--- src/design/dcc_pkg.sv ---
// package: register map, field layout, mode codes and bus carrier for the capture/compare unit
package dcc_pkg;

  // register indices; byte address is four times the index
  localparam logic [7:0] IDX_FLAGS_ONE = 8'h0c;
  localparam logic [7:0] IDX_FLAGS_TWO = 8'h0d;
  localparam logic [7:0] IDX_CH1_LOW = 8'h15;
  localparam logic [7:0] IDX_CH1_HIGH = 8'h16;
  localparam logic [7:0] IDX_CH1_CTRL = 8'h17;
  localparam logic [7:0] IDX_CH2_LOW = 8'h1b;
  localparam logic [7:0] IDX_CH2_HIGH = 8'h1c;
  localparam logic [7:0] IDX_CH2_CTRL = 8'h1d;
  localparam logic [7:0] IDX_EN_ONE = 8'h8c;
  localparam logic [7:0] IDX_EN_TWO = 8'h8d;

  // field positions
  localparam int unsigned FLAG_CH1_BIT = 2;
  localparam int unsigned FLAG_TIMER_ONE_COUNT_BIT = 0;
  localparam int unsigned FLAG_CH2_BIT = 0;
  localparam int unsigned EN_CH1_BIT = 2;
  localparam int unsigned EN_CH2_BIT = 0;
  localparam int unsigned CTRL_WIDTH = 6;

  // values after reset
  localparam logic [7:0] FLAGS_RESET = 8'h00;
  localparam logic [7:0] ENABLES_RESET = 8'h00;
  localparam logic [5:0] CTRL_RESET = 6'h00;
  localparam logic [15:0] VALUE_RESET = 16'h0000;

  // mode field codes
  localparam logic [3:0] MODE_OFF = 4'h0;
  localparam logic [3:0] MODE_CAP_FALL = 4'h4;
  localparam logic [3:0] MODE_CAP_RISE = 4'h5;
  localparam logic [3:0] MODE_CAP_RISE4 = 4'h6;
  localparam logic [3:0] MODE_CAP_RISE16 = 4'h7;
  localparam logic [3:0] MODE_CMP_HIGH = 4'h8;
  localparam logic [3:0] MODE_CMP_LOW = 4'h9;
  localparam logic [3:0] MODE_CMP_SOFT = 4'ha;
  localparam logic [3:0] MODE_CMP_SPECIAL = 4'hb;
  localparam logic [1:0] GROUP_CAPTURE = 2'h1;
  localparam logic [1:0] GROUP_COMPARE = 2'h2;

  // prescaler terminal counts (edges minus one)
  localparam logic [3:0] PRESC_TERM_1 = 4'h0;
  localparam logic [3:0] PRESC_TERM_4 = 4'h3;
  localparam logic [3:0] PRESC_TERM_16 = 4'hf;

  // apb request carrier
  typedef struct packed {
    logic psel;
    logic penable;
    logic pwrite;
    logic [9:0] paddr;
    logic [31:0] pwdata;
  } dcc_apb_req_t;

endpackage

--- src/design/dcc_edge.sv ---
// pin sampler and edge detector for one capture channel
`timescale 1ns/1ps
`default_nettype none
module dcc_edge (
  // clock and reset
  input wire logic i_sys_clk,
  input wire logic i_rst_n,
  // pin level
  input wire logic i_pin,
  // one-cycle edge pulses
  output logic o_rise,
  output logic o_fall
);
  logic smp;
  logic prev;

  // two consecutive samples; edges come only from these
  always_ff @(posedge i_sys_clk) begin
    if (!i_rst_n) begin
      smp <= 1'b0;
      prev <= 1'b0;
    end else begin
      smp <= i_pin;
      prev <= smp;
    end
  end

  assign o_rise = smp & ~prev;
  assign o_fall = ~smp & prev;
endmodule
`default_nettype wire

--- src/design/dcc_presc.sv ---
// capture prescaler: counts rising edges and ticks at the terminal count
`timescale 1ns/1ps
`default_nettype none
module dcc_presc (
  // clock and reset
  input wire logic i_sys_clk,
  input wire logic i_rst_n,
  // control
  input wire logic i_clear,
  input wire logic i_rise,
  input wire logic [3:0] i_term,
  // tick on the qualifying edge
  output logic o_tick
);
  logic [3:0] cnt;
  logic [3:0] next_cnt;

  // a count left above the new terminal by a divider switch ticks on the next rising edge
  assign o_tick = i_rise & (cnt >= i_term);
  // clear dominates; a mode switch between dividers keeps the count
  assign next_cnt = i_clear ? 4'h0 : (o_tick ? 4'h0 : (i_rise ? cnt + 4'h1 : cnt));

  always_ff @(posedge i_sys_clk) begin
    if (!i_rst_n) begin
      cnt <= 4'h0;
    end else begin
      cnt <= next_cnt;
    end
  end
endmodule
`default_nettype wire

--- src/design/dcc_top.sv ---
// dual capture/compare unit with apb register slave
//
// Contract
// one 16-bit value register per channel
// value bytes and control are read/write
// channels identical except special trigger action
// capture copies full timer count
// mode selects fall, rise, 4th, 16th rise
// capture sets flag; only software clears
// new capture overwrites value unconditionally
// edge detector watches the pin level
// software sets pin direction per mode
// software runs timer synchronously
// software masks enable while changing mode
// prescaler cleared when off or not capturing
// switching prescaler keeps count, may flag
// compare value against timer for equality
// match drives pin, sets flag simultaneously
// zero control write clears compare latch
// soft mode: flag only, pin untouched
// channel one special trigger resets timer
// channel two also starts conversion if enabled
// channel two reset leaves overflow flag alone
// software uses special trigger when sharing
// pin sampled on clock, single-cycle capture
// zero is off; codes map one-to-one
//
// The APB slave port was decided locally.
`timescale 1ns/1ps
`default_nettype none
module dcc_top (
  // clock and reset
  input wire logic i_sys_clk,
  input wire logic i_rst_n,
  // apb slave
  input wire dcc_pkg::dcc_apb_req_t i_apb,
  output logic [31:0] o_prdata,
  output logic o_pready,
  output logic o_pslverr,
  // timer one interface
  input wire logic [15:0] i_timer_count,
  input wire logic i_timer_overflow,
  output logic o_timer_reset,
  // converter interface
  input wire logic i_adc_enabled,
  output logic o_adc_start,
  // channel pins
  input wire logic [1:0] i_chan_pin,
  output logic [1:0] o_chan_out,
  // flag and enable both set, per channel
  output logic [1:0] o_event_req
);
  import dcc_pkg::*;

  // bus decode
  wire setup_phase;
  wire access_phase;
  wire wr_access;
  wire addr_aligned;
  wire [7:0] idx;
  wire [7:0] wbyte;
  wire hit_flags_one;
  wire hit_flags_two;
  wire hit_en_one;
  wire hit_en_two;
  wire [1:0] hit_low;
  wire [1:0] hit_high;
  wire [1:0] hit_ctrl;
  wire mapped;

  // per-channel views gathered from the generate loop
  wire [1:0][15:0] value_w;
  wire [1:0][5:0] ctrl_w;
  wire [1:0] set_flag;
  wire [1:0] special_hit;

  // shared registers
  logic [7:0] flags_one;
  logic [7:0] flags_two;
  logic [7:0] enables_one;
  logic [7:0] enables_two;
  logic [7:0] next_flags_one;
  logic [7:0] next_flags_two;
  logic [31:0] next_prdata;
  logic [7:0] rd_byte;
  logic next_timer_reset;
  logic next_adc_start;

  // apb phases; the slave never inserts wait states
  assign setup_phase = i_apb.psel & ~i_apb.penable;
  assign access_phase = i_apb.psel & i_apb.penable;
  assign wr_access = access_phase & i_apb.pwrite;
  assign addr_aligned = (i_apb.paddr[1:0] == 2'h0);
  assign idx = i_apb.paddr[9:2];
  assign wbyte = i_apb.pwdata[7:0];
  assign o_pready = access_phase;

  // register selects, word aligned only
  assign hit_flags_one = addr_aligned & (idx == IDX_FLAGS_ONE);
  assign hit_flags_two = addr_aligned & (idx == IDX_FLAGS_TWO);
  assign hit_en_one = addr_aligned & (idx == IDX_EN_ONE);
  assign hit_en_two = addr_aligned & (idx == IDX_EN_TWO);
  assign hit_low[0] = addr_aligned & (idx == IDX_CH1_LOW);
  assign hit_low[1] = addr_aligned & (idx == IDX_CH2_LOW);
  assign hit_high[0] = addr_aligned & (idx == IDX_CH1_HIGH);
  assign hit_high[1] = addr_aligned & (idx == IDX_CH2_HIGH);
  assign hit_ctrl[0] = addr_aligned & (idx == IDX_CH1_CTRL);
  assign hit_ctrl[1] = addr_aligned & (idx == IDX_CH2_CTRL);
  // unmapped or unaligned words answer with an error and ignore writes
  assign mapped = hit_flags_one | hit_flags_two | hit_en_one | hit_en_two
                | (|hit_low) | (|hit_high) | (|hit_ctrl);

  // both channels are the same hardware; only the trigger use differs
  genvar c;
  generate
    for (c = 0; c < 2; c++) begin : g_ch
      logic [15:0] value;
      logic [5:0] ctrl;
      logic [15:0] next_value;
      logic [5:0] next_ctrl;
      logic out_latch;
      logic next_out_latch;
      logic match_prev;
      wire [3:0] mode;
      wire is_capture;
      wire is_compare;
      wire rise;
      wire fall;
      wire tick;
      wire [3:0] term;
      wire capture_evt;
      wire match;
      wire match_hit;
      wire ctrl_zero_wr;

      assign mode = ctrl[3:0];
      // zero is off; only the eight listed codes act
      assign is_capture = (mode[3:2] == GROUP_CAPTURE);
      assign is_compare = (mode[3:2] == GROUP_COMPARE);

      // the sampler watches the pin itself, so a port write on an output pin
      // can also cause a capture
      dcc_edge u_edge (
        .i_sys_clk(i_sys_clk),
        .i_rst_n(i_rst_n),
        .i_pin(i_chan_pin[c]),
        .o_rise(rise),
        .o_fall(fall)
      );

      // divider choice from the mode field
      assign term = (mode == MODE_CAP_RISE16) ? PRESC_TERM_16 :
                    (mode == MODE_CAP_RISE4) ? PRESC_TERM_4 : PRESC_TERM_1;

      // count held clear outside capture; a direct switch between capture
      // dividers leaves it running
      // limitation: after a direct divider switch the first capture may come
      // early, from a count left over by the old divider
      dcc_presc u_presc (
        .i_sys_clk(i_sys_clk),
        .i_rst_n(i_rst_n),
        .i_clear(~is_capture),
        .i_rise(rise),
        .i_term(term),
        .o_tick(tick)
      );

      // qualifying capture event
      assign capture_evt = is_capture & ((mode == MODE_CAP_FALL) ? fall : tick);

      // equality seen once per match, so a timer that dwells on the value
      // raises one event only
      assign match = is_compare & (value == i_timer_count);
      assign match_hit = match & ~match_prev;
      // a trigger reset of the timer ends the episode, so the next pass
      // through the value raises a fresh event

      assign ctrl_zero_wr = wr_access & hit_ctrl[c] & (wbyte == 8'h00);

      // value register: capture beats a software byte write in the same cycle
      always_comb begin
        next_value = value;
        if (wr_access & hit_low[c]) begin
          next_value[7:0] = wbyte;
        end
        if (wr_access & hit_high[c]) begin
          next_value[15:8] = wbyte;
        end
        if (capture_evt) begin
          next_value = i_timer_count;
        end
      end

      // control register: mode and the two duty bits, upper bits read zero
      assign next_ctrl = (wr_access & hit_ctrl[c]) ? wbyte[5:0] : ctrl;

      // compare output latch; a zero control write wins over any match
      always_comb begin
        next_out_latch = out_latch;
        if (match_hit & (mode == MODE_CMP_HIGH)) begin
          next_out_latch = 1'b1;
        end
        if (match_hit & (mode == MODE_CMP_LOW)) begin
          next_out_latch = 1'b0;
        end
        if (ctrl_zero_wr) begin
          next_out_latch = 1'b0;
        end
      end

      // channel state
      always_ff @(posedge i_sys_clk) begin
        if (!i_rst_n) begin
          value <= VALUE_RESET;
          ctrl <= CTRL_RESET;
          out_latch <= 1'b0;
          match_prev <= 1'b0;
        end else begin
          value <= next_value;
          ctrl <= next_ctrl;
          out_latch <= next_out_latch;
          match_prev <= match;
        end
      end

      // soft and special modes leave the latch alone; soft only flags, special also fires the trigger
      assign set_flag[c] = capture_evt | match_hit;
      assign special_hit[c] = match_hit & (mode == MODE_CMP_SPECIAL);
      assign value_w[c] = value;
      assign ctrl_w[c] = ctrl;
      assign o_chan_out[c] = out_latch;
    end
  endgenerate

  // unimplemented flag bits are not stored and read back as zero
  // flag registers: hardware set wins over a software clear in the same
  // cycle, so no event is lost while software acknowledges another
  always_comb begin
    next_flags_one = flags_one;
    next_flags_two = flags_two;
    if (wr_access & hit_flags_one) begin
      next_flags_one[FLAG_CH1_BIT] = wbyte[FLAG_CH1_BIT];
      next_flags_one[FLAG_TIMER_ONE_COUNT_BIT] = wbyte[FLAG_TIMER_ONE_COUNT_BIT];
    end
    if (wr_access & hit_flags_two) begin
      next_flags_two[FLAG_CH2_BIT] = wbyte[FLAG_CH2_BIT];
    end
    if (set_flag[0]) begin
      next_flags_one[FLAG_CH1_BIT] = 1'b1;
    end
    if (set_flag[1]) begin
      next_flags_two[FLAG_CH2_BIT] = 1'b1;
    end
    // besides a software write of one, only the timer's own overflow sets its flag, never a trigger reset
    if (i_timer_overflow) begin
      next_flags_one[FLAG_TIMER_ONE_COUNT_BIT] = 1'b1;
    end
  end

  // trigger outputs, registered one cycle after the match
  // channel one resets the timer only; channel two also starts a
  // conversion when the converter is on
  assign next_timer_reset = special_hit[0] | special_hit[1];
  assign next_adc_start = special_hit[1] & i_adc_enabled;

  // shared register state
  always_ff @(posedge i_sys_clk) begin
    if (!i_rst_n) begin
      flags_one <= FLAGS_RESET;
      flags_two <= FLAGS_RESET;
      enables_one <= ENABLES_RESET;
      enables_two <= ENABLES_RESET;
      o_timer_reset <= 1'b0;
      o_adc_start <= 1'b0;
    end else begin
      flags_one <= next_flags_one;
      flags_two <= next_flags_two;
      o_timer_reset <= next_timer_reset;
      o_adc_start <= next_adc_start;
      if (wr_access & hit_en_one) begin
        enables_one <= wbyte;
      end
      if (wr_access & hit_en_two) begin
        enables_two <= wbyte;
      end
    end
  end

  // event requests are gated by the enables; software masks these while
  // it changes the capture mode to hide a false flag
  assign o_event_req[0] = flags_one[FLAG_CH1_BIT] & enables_one[EN_CH1_BIT];
  assign o_event_req[1] = flags_two[FLAG_CH2_BIT] & enables_two[EN_CH2_BIT];

  // read mux; unimplemented flag bits read zero
  always_comb begin
    rd_byte = 8'h00;
    if (hit_flags_one) begin
      rd_byte[FLAG_CH1_BIT] = flags_one[FLAG_CH1_BIT];
      rd_byte[FLAG_TIMER_ONE_COUNT_BIT] = flags_one[FLAG_TIMER_ONE_COUNT_BIT];
    end
    if (hit_flags_two) begin
      rd_byte[FLAG_CH2_BIT] = flags_two[FLAG_CH2_BIT];
    end
    if (hit_en_one) begin
      rd_byte = enables_one;
    end
    if (hit_en_two) begin
      rd_byte = enables_two;
    end
    if (hit_low[0]) begin
      rd_byte = value_w[0][7:0];
    end
    if (hit_high[0]) begin
      rd_byte = value_w[0][15:8];
    end
    if (hit_ctrl[0]) begin
      rd_byte = {2'h0, ctrl_w[0]};
    end
    if (hit_low[1]) begin
      rd_byte = value_w[1][7:0];
    end
    if (hit_high[1]) begin
      rd_byte = value_w[1][15:8];
    end
    if (hit_ctrl[1]) begin
      rd_byte = {2'h0, ctrl_w[1]};
    end
  end

  assign next_prdata = {24'h000000, rd_byte};

  // read data and error are latched in the setup cycle so they come from
  // flops; a capture landing during the access phase shows on the next read
  always_ff @(posedge i_sys_clk) begin
    if (!i_rst_n) begin
      o_prdata <= 32'h00000000;
      o_pslverr <= 1'b0;
    end else if (setup_phase) begin
      o_prdata <= next_prdata;
      o_pslverr <= ~mapped;
    end
  end
endmodule
`default_nettype wire

--- config.mk ---
export PLATFORM = sky130hd
export DESIGN_NAME = dcc_top
export DESIGN_NICKNAME = d
export VERILOG_FILES = /design/src/design/dcc_pkg.sv /design/src/design/dcc_edge.sv /design/src/design/dcc_presc.sv /design/src/design/dcc_top.sv
export SDC_FILE = /design/constraint.sdc
export NUM_CORES = 1
export LEC_CHECK = 0
export BUFFER_PORTS_ARGS = -buffer_cell sky130_fd_sc_hd__buf_4
export CORE_ASPECT_RATIO = 0.8
export CORE_UTILIZATION = 45
export DETAILED_ROUTE_END_ITERATION = 6
export GPL_TIMING_DRIVEN = 0
export PLACE_DENSITY = 0.71
export SYNTH_ARGS = -nofsm -noshare
export SYNTH_HDL_FRONTEND = slang
export SYNTH_SLANG_ARGS = --single-unit
--- constraint.sdc ---
create_clock -name i_sys_clk -period 4.71 [get_ports i_sys_clk]
set_input_delay 0.7065 -clock i_sys_clk [delete_from_list [all_inputs] [get_ports i_sys_clk]]
set_output_delay 0.7065 -clock i_sys_clk [all_outputs]
set_load 0.02 [all_outputs]
Yosys cells after proc, flatten, opt, wreduce, memory -nomap -nowiden
Index checks and enable logic that the tools add are counted.
- register bits: 90
- latch bits: 0
- bits in writable memories: 0
- memory bits (read-only): 0
- input bits: 67
- output and inout port bits: 40
- memories kept: 0
- $add $sub $neg: 2
- multipliers: 0
- divide/modulo/power cells: 0
- order comparisons: 2
- equality and inequality tests: 28
- shift-type cells: 0
- multiplexer cells: 29
- bitwise operators: 66
- reductions and logical operators: 16
- operators with widths (operator ; number):
    2-to-1 mux 8 bit ; 12
    equality test 8 x 5 -> 1 bit, second input constant ; 6
    AND 1 bit ; 46
    equality test 16 bit ; 2
    2-to-1 mux 16 bit ; 2
    equality test 4 x 3 -> 1 bit, second input constant ; 6
    equality test 4 bit, second input constant ; 6
    equality test 8 x 4 -> 1 bit, second input constant ; 2
    equality test 8 bit, second input constant ; 2
    nonzero test 2 bit ; 7
    OR reduction 3 bit ; 4
    2-to-1 mux 1 bit ; 11
    inverter 1 bit ; 11
    OR 1 bit ; 9
    adder 4 x 1 -> 4 bit, second input constant ; 2
    >= comparator 4 bit ; 2
    logical NOT 8 bit ; 1
    2-to-1 mux 4 bit ; 2
    OR reduction 2 bit ; 3
    equality test 2 x 1 -> 1 bit, second input constant ; 2
    equality test 2 bit, second input constant ; 2
    2-to-1 mux 2 bit ; 2
    logical NOT 2 bit ; 1

Depth between registers and ports, before layout
- depth after elaboration: 12
- gate-level depth with buffers: 11
- mapped depth without buffers: 9

Hierarchy
Synthesis repeated with hierarchy kept, for this count alone.
- cells, all modules: 644
- area, all modules: 5436.5 um2
- by module, submodules not included (module ; instances ; cells each ; area each (um2) ; sequential area each (um2)):
    dcc_top ; 1 ; 560 ; 4658.2 ; 1561.5
    dcc_presc ; 2 ; 36 ; 324.1 ; 80.1
    dcc_edge ; 2 ; 6 ; 65.1 ; 40.0

Least setup slack after synthesis
No wires, ideal clock.
- path kind: input to register
- from: input port i_apb[33] (netlist name)
- to: register g_ch[1].value[0]
- setup time: 0.124 ns
- arrival: 2.273 ns
- data required time: 4.586 ns
- setup slack: 2.314 ns
- cell stages on the path: 6
- path through: or4_4 > nor2_1 > buf_2 > nand3_1 > mux2i_1 > a21oi_1
- longest elaborated chain between the ends: 4
- ends and longest elaborated chain (what ; RTL line ; source):
    from (decl) ; dcc_top.sv:36 ; input wire dcc_pkg::dcc_apb_req_t i_apb,
    logical NOT 2 bit ; dcc_top.sv:93 ; assign addr_aligned = (i_apb.paddr[1:0] == 2'h0);
    AND 1 bit ; dcc_top.sv:104 ; assign hit_low[1] = addr_aligned & (idx == IDX_CH2_LOW);
    AND 1 bit ; dcc_top.sv:183 ; if (wr_access & hit_low[c]) begin
    nonzero test 2 bit (no source line) ; -- ;
    to (signal assigned) ; dcc_top.sv:219 ; value <= next_value;
    to (decl) ; dcc_top.sv:117 ; logic [15:0] value;
Every way passes these cells.
A chain may end at the register's enable or synchronous reset.

Final worst setup path
- from: register g_ch[0].ctrl[2]
- to: register g_ch[0].value[3]
- longest elaborated chain between the ends: 8
- elaborated cells on any way between the ends: 12
- ends and longest elaborated chain (what ; RTL line ; source):
    from (decl) ; dcc_top.sv:118 ; logic [5:0] ctrl;
    from (signal assigned) ; dcc_top.sv:220 ; ctrl <= next_ctrl;
    equality test 4 x 3 -> 1 bit ; dcc_top.sv:153 ; (mode == MODE_CAP_RISE4) ? PRESC_TERM_4 : PRESC_TERM_1;
    2-to-1 mux 2 bit ; dcc_top.sv:153 ;
    2-to-1 mux 4 bit ; dcc_top.sv:152 ; assign term = (mode == MODE_CAP_RISE16) ? PRESC_TERM_16 :
    >= comparator 4 bit ; dcc_presc.sv:19 ; assign o_tick = i_rise & (cnt >= i_term);
    AND 1 bit ; dcc_presc.sv:19 ;
    2-to-1 mux 1 bit ; dcc_top.sv:169 ; assign capture_evt = is_capture & ((mode == MODE_CAP_FALL) ? fall : tick);
    AND 1 bit (*) ; dcc_top.sv:169 ;
    2-to-1 mux 16 bit or nonzero test 2 bit (tied branches) ; -- ;
    to (signal assigned) ; dcc_top.sv:219 ;
    to (decl) ; dcc_top.sv:117 ;
Mark *: on every way between the ends. The rest lies on a longest branch, timed or not.

==> out/qor.csv <==
metric;value;unit
coreArea;12200;um^2
grt_antenna_before_repair;0;
hold_violations;0;
via_count;5511;
ys_warn_count;0;
cts_root_buf;clkbuf_16;
avgSynthCellArea;8.39;um^2
htreeDepth;3;
cts_resized;0;
layout.nets;828;
syn_area;5590;um^2
clk_path_buf_depth;2;
synthArstFlopShare;0;%
grt_pass1_wl;29400;um
vias_per_cell;6.07;
drt_first_iter_violations;569;
initial_core_util;46.0;%
drc;0;
dpl-instance-area;6240;um^2
fmax;327;MHz
met2WireLength;8290;um
crit_chain;nor2b_1 -> and2_1 -> nand2_1 -> ha_1 -> a21oi_1 -> o21ai_0 -> a21oi_1 -> nand2b_1 -> buf_2 -> buf_2 -> a31oi_1;
critical-path-top-delay-family;compound AO/OA/AOI/OAI gates;
critical_path.slowest_cell;a21oi_1;
fin_skew;8.56;ps
p_leak;2.63;nW
drtAntennaViolNets;0;
cts_sinks;90;
cts_tree;built;
cp.required;4940;ps
cts_setup_buffers;0;
yosysTopAreaCell;dfxtp_1;
slew_headroom;43.2;%
clk_latency;350;ps
ir_drop;188;uV
status;complete, no violations;
hold_path.class;reg2reg;
clk_pin_slew_worst_paths;70;ps
rows;36;
critPathCaptureType;register;
worstMarginPinSlew;846;ps
top_layer;met4;
drive_above_1_share;15.1;%
yosysSeqAreaShare;32.2;%
rsz0062_at_grt;no;
synth_top_area_share;32.2;%
drv_cap;0;
syn_inst;667;
pre_cts_slack;1780;ps
worstPathMaxFanout;10;
cts_buffers;9;
pwr_density_cell;258;nW/um^2
fin_area;6520;um^2
place_congestion;1.01;
ys_seq_elements;90;
yosys_most_used_dff;dfxtp_1;
synth_cell_types;64;
grt_pass1_vias;5144;
slew_viol_final;0;
arrival;3280;ps
portBuffers;50;
fin_ws;1660;ps
avgRoutedWirePerCell;21.3;um
post-route-min-period;3050;ps
syn2layout_area_growth;16.6;%
path_buf_inv;2;
diodes;0;
synth.area.top_cells;dfxtp_1 32%, mux2i_1 11%, o31ai_1 4.6%;
dp.final_hpwl;14600;um
wl;19300;um
die_h;102;um
crit_type;reg2reg;
fin_tns_setup;0;ps
grt_overflow;0;
synth_edf_count;0;
slowest_delay;530;ps
wl_met3;2160;um
period_share;64.8;%
die_w;127;um
dieArea;12900;um^2
setup_viol;0;
met1_length;8330;um
ios;107;
cp-start-kind;register;
dr.pass1.iters;5;
cts_hold_buf;0;
grt_usage;30.7;%
grt_max_degree;17;
-- synthesized netlist by cell type (5+ instances only) --
cell type,instances
nand3b_1,7
dfxtp_1,90
xor2_1,20
o21ai_0,17
a22oi_1,6
and3_1,5
nand2b_1,19
mux2i_1,60
a31oi_1,16
nor4_1,10
nor3_1,10
a21oi_1,48
o22ai_1,6
buf_2,6
nand2_1,33
nand4_1,11
and2_1,11
clkbuf_1,38
nor2b_1,16
nand3_1,29
buf_4,26
o31ai_1,34
xnor2_1,15
a21o_1,5
ha_1,10
inv_1,14
nor2_1,46
-- layer usage --
metal	track usage, %	vias to the layer above
li1	-	2554
met1	42.0	2597
met2	46.3	320
met3	7.82	40
met4	12.0	0
met5	0	-
-- layout make-up --
type / instances / area (um^2)
tap: 152 / 190
clock inverter: 6 / 50.0
timing repair buffer: 50 / 375
fill: 1149 / 5640
inverter: 15 / 56.3
buffer: 74 / 392
multi-input combinational: 511 / 3430
clock buffer: 10 / 229
sequential: 90 / 1800
-- path summary, 6_finish.rpt --
path	startpoint	endpoint	slack [ps]	cells after the start
worst max-delay path	g_ch[0].ctrl[2]	g_ch[0].value[3]	1660	11
worst max register to register	g_ch[0].ctrl[2]	g_ch[0].value[3]	1660	11
worst min-delay path	o_prdata[4]	o_prdata[4]	470	2
worst min register to register	o_prdata[4]	o_prdata[4]	470	2
-- worst reg2reg max path, delay by kind of cell (launching register included) --
family	cells	cell delay, ps
AO/OA/AOI/OAI	4	890
adder cells (fa/ha/maj)	1	350
buffers and inverters	2	450
flip-flops	1	510
AND/OR/NAND/NOR	4	740
-- stage by stage --
stage | power (mW) | util (%) | cells | hold slack (ps)
CTS | 1.68 | 53.6 | 908 | 477
floorplan | 0.910 | - | 690 | 446
global placement | 0.987 | 51.3 | 892 | 462
finish | 1.68 | 53.6 | 908 | 474
detailed placement | 0.989 | 51.3 | 892 | 466
global route | 1.74 | 53.6 | 908 | 493
-- cell usage in the layout, fill, tap and decap left out, types with 11 or more instances in the layout --
cell and count:
xnor2_1 15, conb_1 24, nand3_1 29, and2_1 11
clkbuf_1 39, mux2i_1 60, a21oi_1 48, nor2_1 46
xor2_1 20, o21ai_0 17, nand2b_1 19, o31ai_1 34
nand2_1 33, buf_4 76, dfxtp_1 90, inv_1 14
a31oi_1 16, nor2b_1 16, nand4_1 11
-- power breakdown --
group          total, mW  switching (mW)  internal [mW]  leakage, nW
clock network      0.702           0.337          0.364        0.130
registers          0.765         0.00175          0.764        0.726
logic              0.214           0.139         0.0749         1.77
-- sequential cells by signal, summed over array words and instances (netlist names) --
name / count
g_ch.value: 32
g_ch.ctrl: 12
enables_one: 8
enables_two: 8
g_ch.u_presc.cnt: 8
o_prdata: 8
flags_one: 2
g_ch.match_prev: 2
g_ch.out_latch: 2
g_ch.u_edge.prev: 2
g_ch.u_edge.smp: 2
flags_two: 1
o_adc_start: 1
o_pslverr: 1
o_timer_reset: 1
-- logic make-up after synthesis --
kind of cell / Yosys count / share of synthesized area (%)
and+or+nand+nor: 219 / 21.9
AOI/OAI and AO/OA: 160 / 18.7
DFF: 90 / 32.2
buffers and inverters: 89 / 8.01
muxes: 63 / 11.3
xor gates and xnor gates: 35 / 5.48
adders and majority gates: 10 / 2.24
other: 1 / 0.0670
Power figures use the tool's default switching activity.
